### config.mk
export PLATFORM = sky130hd
export DESIGN_NAME = bsp_setpoint
export DESIGN_NICKNAME = d
export VERILOG_FILES = /design/src/logic/bsp_setpoint.v
export VERILOG_INCLUDE_DIRS = /design/src /design/src/logic
export SDC_FILE = /design/constraint.sdc
export NUM_CORES = 1
export LEC_CHECK = 0
export BUFFER_PORTS_ARGS = -buffer_cell sky130_fd_sc_hd__buf_4
export CORE_MARGIN = 1.5
export CORE_UTILIZATION = 35
export DETAILED_ROUTE_END_ITERATION = 12
export GPL_TIMING_DRIVEN = 0
export SYNTH_ARGS = -nofsm -noshare
export SYNTH_HDL_FRONTEND = slang
export SYNTH_SLANG_ARGS = --single-unit
### constraint.sdc
create_clock -name sys_clk -period 2.21 [get_ports sys_clk]
set_input_delay 0.1105 -clock sys_clk [delete_from_list [all_inputs] [get_ports sys_clk]]
set_output_delay 0.1105 -clock sys_clk [all_outputs]
set_load 0.05 [all_outputs]
### src/logic/bsp_regs.vh
`ifndef BSP_REGS_VH
`define BSP_REGS_VH
// Register index of each set-point register; byte address is four times it
`define BSP_IDX_NORMAL      8'h3c
`define BSP_IDX_STANDBY     8'h3d
`define BSP_IDX_SLEEP       8'h3e
// Status register of our own: active code and reserved flag
`define BSP_IDX_STATUS      8'h41
// Field layout
`define BSP_CODE_MSB        5
`define BSP_RANGE_BIT       6
// Reset values
`define BSP_CODE_RESET      6'h00
// Strap wait count: range is taken once the counter reaches it
`define BSP_STRAP_SETTLE    2'h2
// Low range codes up to this value are reserved
`define BSP_LOW_RSVD_MAX    6'h08
// High range codes above this value are reserved
`define BSP_HIGH_MAX        6'h32
// Operating modes
`define BSP_MODE_NORMAL     2'h0
`define BSP_MODE_STANDBY    2'h1
`define BSP_MODE_SLEEP      2'h2
`endif

### src/logic/bsp_setpoint.v
// Functional notes
// - Range bit of the normal register is read-only; software writes leave it alone.
// - Range bit loads from the factory strap, never from software.
// - Range zero: code decodes to 0.625 V to 1.975 V in 25 mV steps.
// - Range one: code decodes to 0.800 V to 3.300 V in 50 mV steps.
// - Three independent writable six-bit codes: normal, standby, sleep.
// - Standby and sleep range bits copy the initial range bit.
// - Low range codes 0 to 8 are reserved; code 9 is 0.625 V.
// - High range code 0 is minimum, 50 is maximum, above is reserved.
`include "bsp_regs.vh"

module bsp_setpoint #(
    parameter CODE_W   = `BSP_CODE_MSB + 1,
    parameter IDX_W    = 8,
    parameter NUM_MODE = 3,
    parameter SETTLE_W = 2
) (
    input  wire              sys_clk,
    input  wire              rst_b,
    input  wire              hsel,
    input  wire [31:0]       haddr,
    input  wire [1:0]        htrans,
    input  wire              hwrite,
    input  wire [2:0]        hsize,
    input  wire [31:0]       hwdata,
    input  wire              hready,
    output reg  [31:0]       hrdata,
    output reg               hreadyout,
    output reg               hresp,
    input  wire              range_strap,
    input  wire [1:0]        op_mode,
    output reg  [CODE_W:0]   third_buck_setpoint,
    output reg               setpoint_reserved
);

    // Zero fill above the range bit of a set-point word and above the status flag
    localparam PAD_W  = 32 - CODE_W - 1;
    localparam STAT_W = 32 - CODE_W - 2;

    // Code of each mode, one slot per mode, gathered in one vector
    wire [NUM_MODE*CODE_W-1:0] code_flat;
    wire [CODE_W-1:0]          normal_code;
    wire [CODE_W-1:0]          standby_code;
    wire [CODE_W-1:0]          sleep_code;
    // Shared range bit and the strap path behind it
    reg                        range_sel;
    reg                        strap_meta;
    reg                        strap_sync;
    reg                        strap_taken;
    reg  [SETTLE_W-1:0]        strap_wait;
    wire [SETTLE_W:0]          next_strap_wait;
    // Operating mode level after the synchroniser
    reg  [1:0]                 mode_meta;
    reg  [1:0]                 mode_sync;
    // Address phase kept for the data phase of a write
    wire                       bus_take;
    wire [IDX_W-1:0]           addr_idx;
    reg                        wr_pend;
    reg  [IDX_W-1:0]           wr_idx;
    // Code of the mode now in force
    reg  [CODE_W-1:0]          active_code;
    reg                        next_rsvd;

    // Reserved-code check behind the output flag
    // Low range: small codes unused; high range: codes past the maximum
    function is_reserved;
        input              rng;
        input [CODE_W-1:0] code;
        begin
            if (rng)
                is_reserved = (code > `BSP_HIGH_MAX);
            else
                is_reserved = (code <= `BSP_LOW_RSVD_MAX);
        end
    endfunction

    // Register index that belongs to each mode slot
    // Slots follow mode order so that the mode code picks its slot
    function [IDX_W-1:0] slot_index;
        input integer slot;
        begin
            case (slot)
                0:       slot_index = `BSP_IDX_NORMAL;
                1:       slot_index = `BSP_IDX_STANDBY;
                default: slot_index = `BSP_IDX_SLEEP;
            endcase
        end
    endfunction

    // Register read view; set-point words read zero above bit 6, unmapped words read zero
    // Status word: flag in bit 7, active code below it
    function [31:0] read_word;
        input [IDX_W-1:0] idx;
        begin
            case (idx)
                `BSP_IDX_NORMAL:  read_word = {{PAD_W{1'b0}}, range_sel, normal_code};
                `BSP_IDX_STANDBY: read_word = {{PAD_W{1'b0}}, range_sel, standby_code};
                `BSP_IDX_SLEEP:   read_word = {{PAD_W{1'b0}}, range_sel, sleep_code};
                `BSP_IDX_STATUS:  read_word = {{STAT_W{1'b0}}, setpoint_reserved, third_buck_setpoint};
                default:          read_word = 32'h00000000;
            endcase
        end
    endfunction

    // Transfer taken at this edge and the word it names; upper address bits
    // are not decoded, so the register set repeats through the address space
    // Size of a transfer is not decoded: every register is one whole word
    assign bus_take = hready & hsel & htrans[1];
    assign addr_idx = haddr[IDX_W+1:2];

    // Strap wait counter widened by one bit so the carry is cut on purpose
    assign next_strap_wait = {1'b0, strap_wait} + {{SETTLE_W{1'b0}}, 1'b1};

    // Strap and mode come from outside: two flops before use
    // A mode change caught between its two bits lasts one cycle only
    // and always decodes to a legal mode, so no gray code is needed
    always @(posedge sys_clk or negedge rst_b) begin
        if (!rst_b) begin
            strap_meta <= 1'b0;
            strap_sync <= 1'b0;
            mode_meta  <= `BSP_MODE_NORMAL;
            mode_sync  <= `BSP_MODE_NORMAL;
        end else begin
            strap_meta <= range_strap;
            strap_sync <= strap_meta;
            mode_meta  <= op_mode;
            mode_sync  <= mode_meta;
        end
    end

    // Range latched once, after the strap has crossed both sync flops;
    // an earlier capture would take the reset value of the synchroniser.
    // No bus path reaches it, so all three modes stay on one scale
    always @(posedge sys_clk or negedge rst_b) begin
        if (!rst_b) begin
            range_sel   <= 1'b0;
            strap_taken <= 1'b0;
            strap_wait  <= {SETTLE_W{1'b0}};
        end else if (!strap_taken) begin
            if (strap_wait == `BSP_STRAP_SETTLE) begin
                range_sel   <= strap_sync;
                strap_taken <= 1'b1;
            end else begin
                strap_wait  <= next_strap_wait[SETTLE_W-1:0];
            end
        end
    end

    // Bus slave: zero wait states and always OKAY, both held in flops so
    // that every output leaves a register
    always @(posedge sys_clk or negedge rst_b) begin
        if (!rst_b) begin
            wr_pend   <= 1'b0;
            wr_idx    <= {IDX_W{1'b0}};
            hrdata    <= 32'h00000000;
            hreadyout <= 1'b1;
            hresp     <= 1'b0;
        end else begin
            hreadyout <= 1'b1;
            hresp     <= 1'b0;
            if (hready) begin
                // Only the intent to write is noted; its data stands one cycle later
                wr_pend <= bus_take & hwrite;
                wr_idx  <= addr_idx;
                // Read data is fetched in the address phase and stands in the data phase
                if (bus_take & !hwrite) begin
                    hrdata <= read_word(addr_idx);
                end
            end
        end
    end

    // One writable code register per mode; bits above the code are dropped,
    // which keeps the range bit out of reach of software
    genvar g;
    generate
        for (g = 0; g < NUM_MODE; g = g + 1) begin : g_slot
            reg  [CODE_W-1:0] code_q;
            wire              slot_hit;
            // Write lands at the end of its data phase, when hwdata stands
            assign slot_hit = wr_pend & (wr_idx == slot_index(g));
            // Every slot resets to the same default code, BSP_CODE_RESET
            always @(posedge sys_clk or negedge rst_b) begin
                if (!rst_b) begin
                    code_q <= `BSP_CODE_RESET;
                end else if (slot_hit) begin
                    code_q <= hwdata[CODE_W-1:0];
                end
            end
            assign code_flat[g*CODE_W +: CODE_W] = code_q;
        end
    endgenerate

    // Slots in mode order: normal, standby, sleep
    assign normal_code  = code_flat[0*CODE_W +: CODE_W];
    assign standby_code = code_flat[1*CODE_W +: CODE_W];
    assign sleep_code   = code_flat[2*CODE_W +: CODE_W];

    // Pick the code of the active mode; undefined mode falls back to normal
    // The code goes out even when reserved; the flag only reports it
    always @* begin
        case (mode_sync)
            `BSP_MODE_STANDBY: active_code = standby_code;
            `BSP_MODE_SLEEP:   active_code = sleep_code;
            default:           active_code = normal_code;
        endcase
        next_rsvd = is_reserved(range_sel, active_code);
    end

    // Shared range bit keeps all three modes on one scale
    // Code and flag share one register stage so they always change together
    always @(posedge sys_clk or negedge rst_b) begin
        if (!rst_b) begin
            third_buck_setpoint <= {(CODE_W+1){1'b0}};
            setpoint_reserved   <= 1'b1;
        end else begin
            third_buck_setpoint <= {range_sel, active_code};
            setpoint_reserved   <= next_rsvd;
        end
    end

endmodule // bsp_setpoint

======== Yosys cells after proc, flatten, opt, wreduce, memory -nomap -nowiden ========
Index checks and enable logic that the tools add are counted.
word-level totals
  register bits ........................... 77
  word-level logic and storage cells ...... 46
cells by class
  add/subtract/negate cells ............... 1
  $lt $le $gt $ge ......................... 2
  equal/unequal tests ..................... 10
  muxes and demuxes ....................... 5
  bitwise gates (word level) .............. 9
  reduce and logical (&&, ||, !) cells .... 4
operators with widths
  cell                 count
  $eq 8x6->1 const B   6
  $pmux 8 s4           1
  $pmux 6 s2           1
  $eq 8x7->1 const B   1
  $and 1x1->1          7
  $gt 6x6->1 const B   1
  $le 6x4->1 const B   1
  $reduce_and 2->1     3
  $eq 2x2->1 const B   2
  $mux 1               3
  $add 2x1->2 const B  1
  $eq 2x1->1 const B   1
  $not 1->1            2
  $logic_not 1->1      1

======== Logic depth before layout (Yosys ltp) ========
  depth after elaboration ................. 4
  mapped depth ............................ 7
  depth with buffers taken out ............ 6

======== Least setup slack after synthesis ========
OpenSTA, ideal clock, no wires.
  kind .................................... reg2reg
  start ................................... register wr_idx[6]
  end ..................................... register g_slot[1].code_q[0]
  setup time .............................. 0.125 ns
  data arrival time ....................... 1.499 ns
  slack ................................... 0.586 ns
  stages on the path, launching flop included .. 5
  buffers on the path ..................... 0
  cell sequence ........................... dfrtp_1 -> and4bb_2 -> nand4_4 -> nor3b_4 -> mux2_2
between the ends
  longest elaborated chain between the ends .. 2
RTL lines
  what                    RTL line            RTL
  from (decl)             bsp_setpoint.v:59   reg [IDX_W-1:0] wr_idx;
  from (signal assigned)  bsp_setpoint.v:154  wr_idx <= {IDX_W{1'b0}};
  from (signal assigned)  bsp_setpoint.v:164  wr_idx <= addr_idx;
  $eq 8x6->1              bsp_setpoint.v:181  assign slot_hit = wr_pend & (wr_idx == slot_index(g));
  $and 1x1->1             bsp_setpoint.v:181
  to (signal assigned)    bsp_setpoint.v:185  code_q <= `BSP_CODE_RESET;
  to (signal assigned)    bsp_setpoint.v:187  code_q <= hwdata[CODE_W-1:0];
  to (decl)               bsp_setpoint.v:178  reg [CODE_W-1:0] code_q;
Every way passes these cells.
A chain may end at the register's enable or synchronous reset.

======== Final worst setup path ========
  start ................................... register wr_idx[7]
  end ..................................... register g_slot[1].code_q[5]
The elaborated chain is that of the path after synthesis.

==> out/qor.csv <==
stage,metric,value,unit
layout,Area Growth Syn to Fin,24.2,%
outcome,run status,finished clean,
worst_setup_path,Crit-path slowest cell,nor3b_4,
sta,Pins Over Slew Limit,0,
logic_synthesis,syn avg cell area,12.5,um2
clock_network,Clock Pin Slew Worst Setup and Hold Paths,0.09,ns
sta,Clock Skew,0.00248,ns
clock_network,CTS tree,yes,
power,Leak,0.00148,uW
floorplanning,Die Wd,87.6,um
drt,WL final,4.54,mm
global_routing,first-pass GRT wire length,7.53,mm
sta,RSZ-0062 raised after global routing,no,
drt,vias per inst,4.42,
worst_setup_path,Worst Setup SP,wr_idx[7],
worst_setup_path,crit path DAT,2.00,ns
logic_synthesis,register area share after synthesis,53.0,%
worst_setup_path,worst endpoint required time,2.40,ns
worst_setup_path,critical path endpoint,g_slot[1].code_q[5],
layout,Final nets,352,
sta,TNS Setup,0,ns
clock_network,clk buf depth,2,
worst_setup_path,Crit Path Class,reg2reg,
sta,Tcrit/Tclk final,82.2,%
global_routing,initial antenna violation count,0,
clock_network,Worst-Skew Late Latency,0.30,ns
drt,vias,1626,
sta,Final Hold Fails,0,
logic_synthesis,Unique masters post-synth,34,
worst_setup_path,crit start category,flip-flop,
worst_setup_path,reg-to-reg setup timing slack,0.39,ns
drt,wire length per cell,12.3,um
worst_setup_path,CP peak stage delay,0.44,ns
drt,Residual DRC,0,
layout,Non-Filler Instances,368,
logic_synthesis,cells after synthesis,201,
sta,Final min period,1.82,ns
sta,fmax,0.551,GHz
power,Max VDD drop,0.282,mV
global_routing,largest net degree at the start of global routing,54,
floorplanning,I/O Pins,119,
worst_setup_path,worst reg2reg path endpoint,g_slot[1].code_q[5],
placement,GP Congestion,0.745,
logic_synthesis,register bit total from synthesis,53,
global_routing,GR Util All Layers,12.8,%
logic_synthesis,ys flop type,dfrtp_1,
sta,worst rel slew slack,40.9,%
clock_network,H-Tree Depth,2,
clock_network,Clock Tree Root,clkbuf_8,
sta,Least-Margin Pin Slew,0.879,ns
worst_setup_path,Register-to-Register Path Depth,4,
logic_synthesis,"EDFF count, synth",0,
floorplanning,core area,0.00687,mm2
worst_hold_path,Min-Delay Path Class,in2reg,
layout,fraction of layout cells with a size suffix above 1,39.7,%
worst_setup_path,crit path cell chain,"and4bb_2, nand4_4, nor3b_4, mux2_2",
floorplanning,initial core utilization,36.5,%
clock_network,number of CTS-inserted buffers,5,
power,PD cells,597,mW/mm2
logic_synthesis,"Warnings, synthesis",0,
clock_network,# clock sinks,53,
worst_setup_path,critical path capture point type,flip-flop,
layout,Antenna Cells,0,
drt,DRT Pass-1 Iters,4,
clock_network,Resize count post-CTS,0,
flow_run,max cap viols,0,
logic_synthesis,ys async rst share,100,%
worst_setup_path,Reg2Reg Launch Point,wr_idx[7],
logic_synthesis,Synth Cell Area,0.00250,mm2
placement,Placed Instances,357,
floorplanning,Die Y,87.6,um
floorplanning,total die area,0.00767,mm2
global_routing,grt ovf,0,
worst_setup_path,Crit Path Max Fanout,6,
placement,Port Buf Inserts,36,
placement,detailed placement HPWL,3.46,mm
drt,Iter 0 DRT Violations,54,
global_routing,vias in the first global route,1533,
drt,antenna violation net count after detailed routing,0,
floorplanning,Core Rows,30,
clock_network,# Post-CTS Setup Buffers,0,
sta,# setup viols final,0,
## layout by cell type (no fill, tap or decap), drive strengths merged, types with 3 or more instances in the layout
master | Yosys | routed
ha | 3 | 3
a22oi | 12 | 12
nand4 | 3 | 3
dfrtp | 52 | 52
inv | 4 | 4
clkbuf | 4 | 11
o2bb2ai | 7 | 7
mux2 | 27 | 27
conb | 2 | 26
nor3 | 4 | 4
mux2i | 6 | 6
o21ai | 16 | 16
buf | 28 | 64
nand2 | 15 | 15
dlygate4sd3 | 0 | 4
## stage by stage
stage	util [%]	setup WS (ns)	hold WS, ns	area (um2)	total power [uW]
finish	45.3	0.394	0.0598	3110	1860
global route	45.3	0.296	0.0459	3110	1950
floorplan	-	0.586	-0.185	2590	1260
global placement	43.5	0.388	0.183	2990	1340
CTS	45.3	0.369	0.0477	3110	1880
detailed placement	43.5	0.381	0.187	2990	1340
## cells in the mapped netlist, drive strengths merged, types with 3 or more instances
cell / count / area share, %
nand4: 3 / 1.3
buf: 28 / 8.3
clkbuf: 4 / 0.60
o2bb2ai: 7 / 2.4
ha: 3 / 1.5
a22oi: 12 / 3.6
nand2: 15 / 2.2
mux2i: 6 / 2.4
dfrtp: 52 / 52
nor3: 4 / 1.2
mux2: 27 / 12
o21ai: 16 / 3.5
inv: 4 / 0.60
## per-layer routing
layer,part of all wire (%),GRT usage (%),vias to the layer above
li1,-,-,807
met1,44,15.8,767
met2,49,21.2,48
met3,6.0,3.68,4
met4,1.5,5.19,0
met5,0,0,-
## layout make-up
class	count	area, um2
Fill cell	677	3760
Buffer	32	223
Sequential cell	53	1330
Multi-Input combinational cell	136	1030
Inverter	4	15.0
Timing Repair Buffer	40	310
Tap cell	96	120
Clock buffer	7	86.3
## power breakdown
group	switching [uW]	total (uW)	internal, uW
logic	188	293	105
registers	27.8	1030	1000
clock network	284	533	249
## kinds of logic after synthesis
logic type,synth area share (%)
other,0.300
and+or+nand+nor,9.79
buffers and inverters,9.49
muxes,14.5
DFF,53.0
AOI/OAI and AO/OA,11.0
xor gates and xnor gates,0.350
adders and majority gates,1.50
## registers in the layout, indices dropped and copies added (netlist names)
| name | count |
|---|---|
| g_slot.code_q | 18 |
| setpoint_reserved | 1 |
| wr_idx | 8 |
| strap_wait | 2 |
| third_buck_setpoint | 7 |
| is_reserved.rng | 1 |
| mode_meta | 2 |
| strap_meta | 1 |
| hrdata | 8 |
| strap_taken | 1 |
| strap_sync | 1 |
| mode_sync | 2 |
| wr_pend | 1 |
## timing repair
action                                  4_1_cts  5_1_grt
endpoints found under the setup margin        0        0
hold buffers                                  4        0
endpoints found under the hold margin        55        0
## worst min-delay path by stage
stage,depth (start not counted),slack [ns],from,end
2_1_floorplan,0,-0.19,rst_b,g_slot[0].code_q[0]
3_3_place_gp,1,0.18,rst_b,g_slot[1].code_q[1]
3_5_place_dp,1,0.19,rst_b,mode_sync[0]
4_1_cts,2,0.05,hwdata[2],g_slot[0].code_q[2]
5_1_grt,2,0.05,hwdata[0],g_slot[0].code_q[0]
6_report,3,0.06,hsel,wr_pend
## worst max-delay path: cells and delay by family (launching register included)
kind	cells	cell delay, ns
simple gates	3	0.93
flops	1	0.38
mux	1	0.38
(Power assumes the default switching activity.)
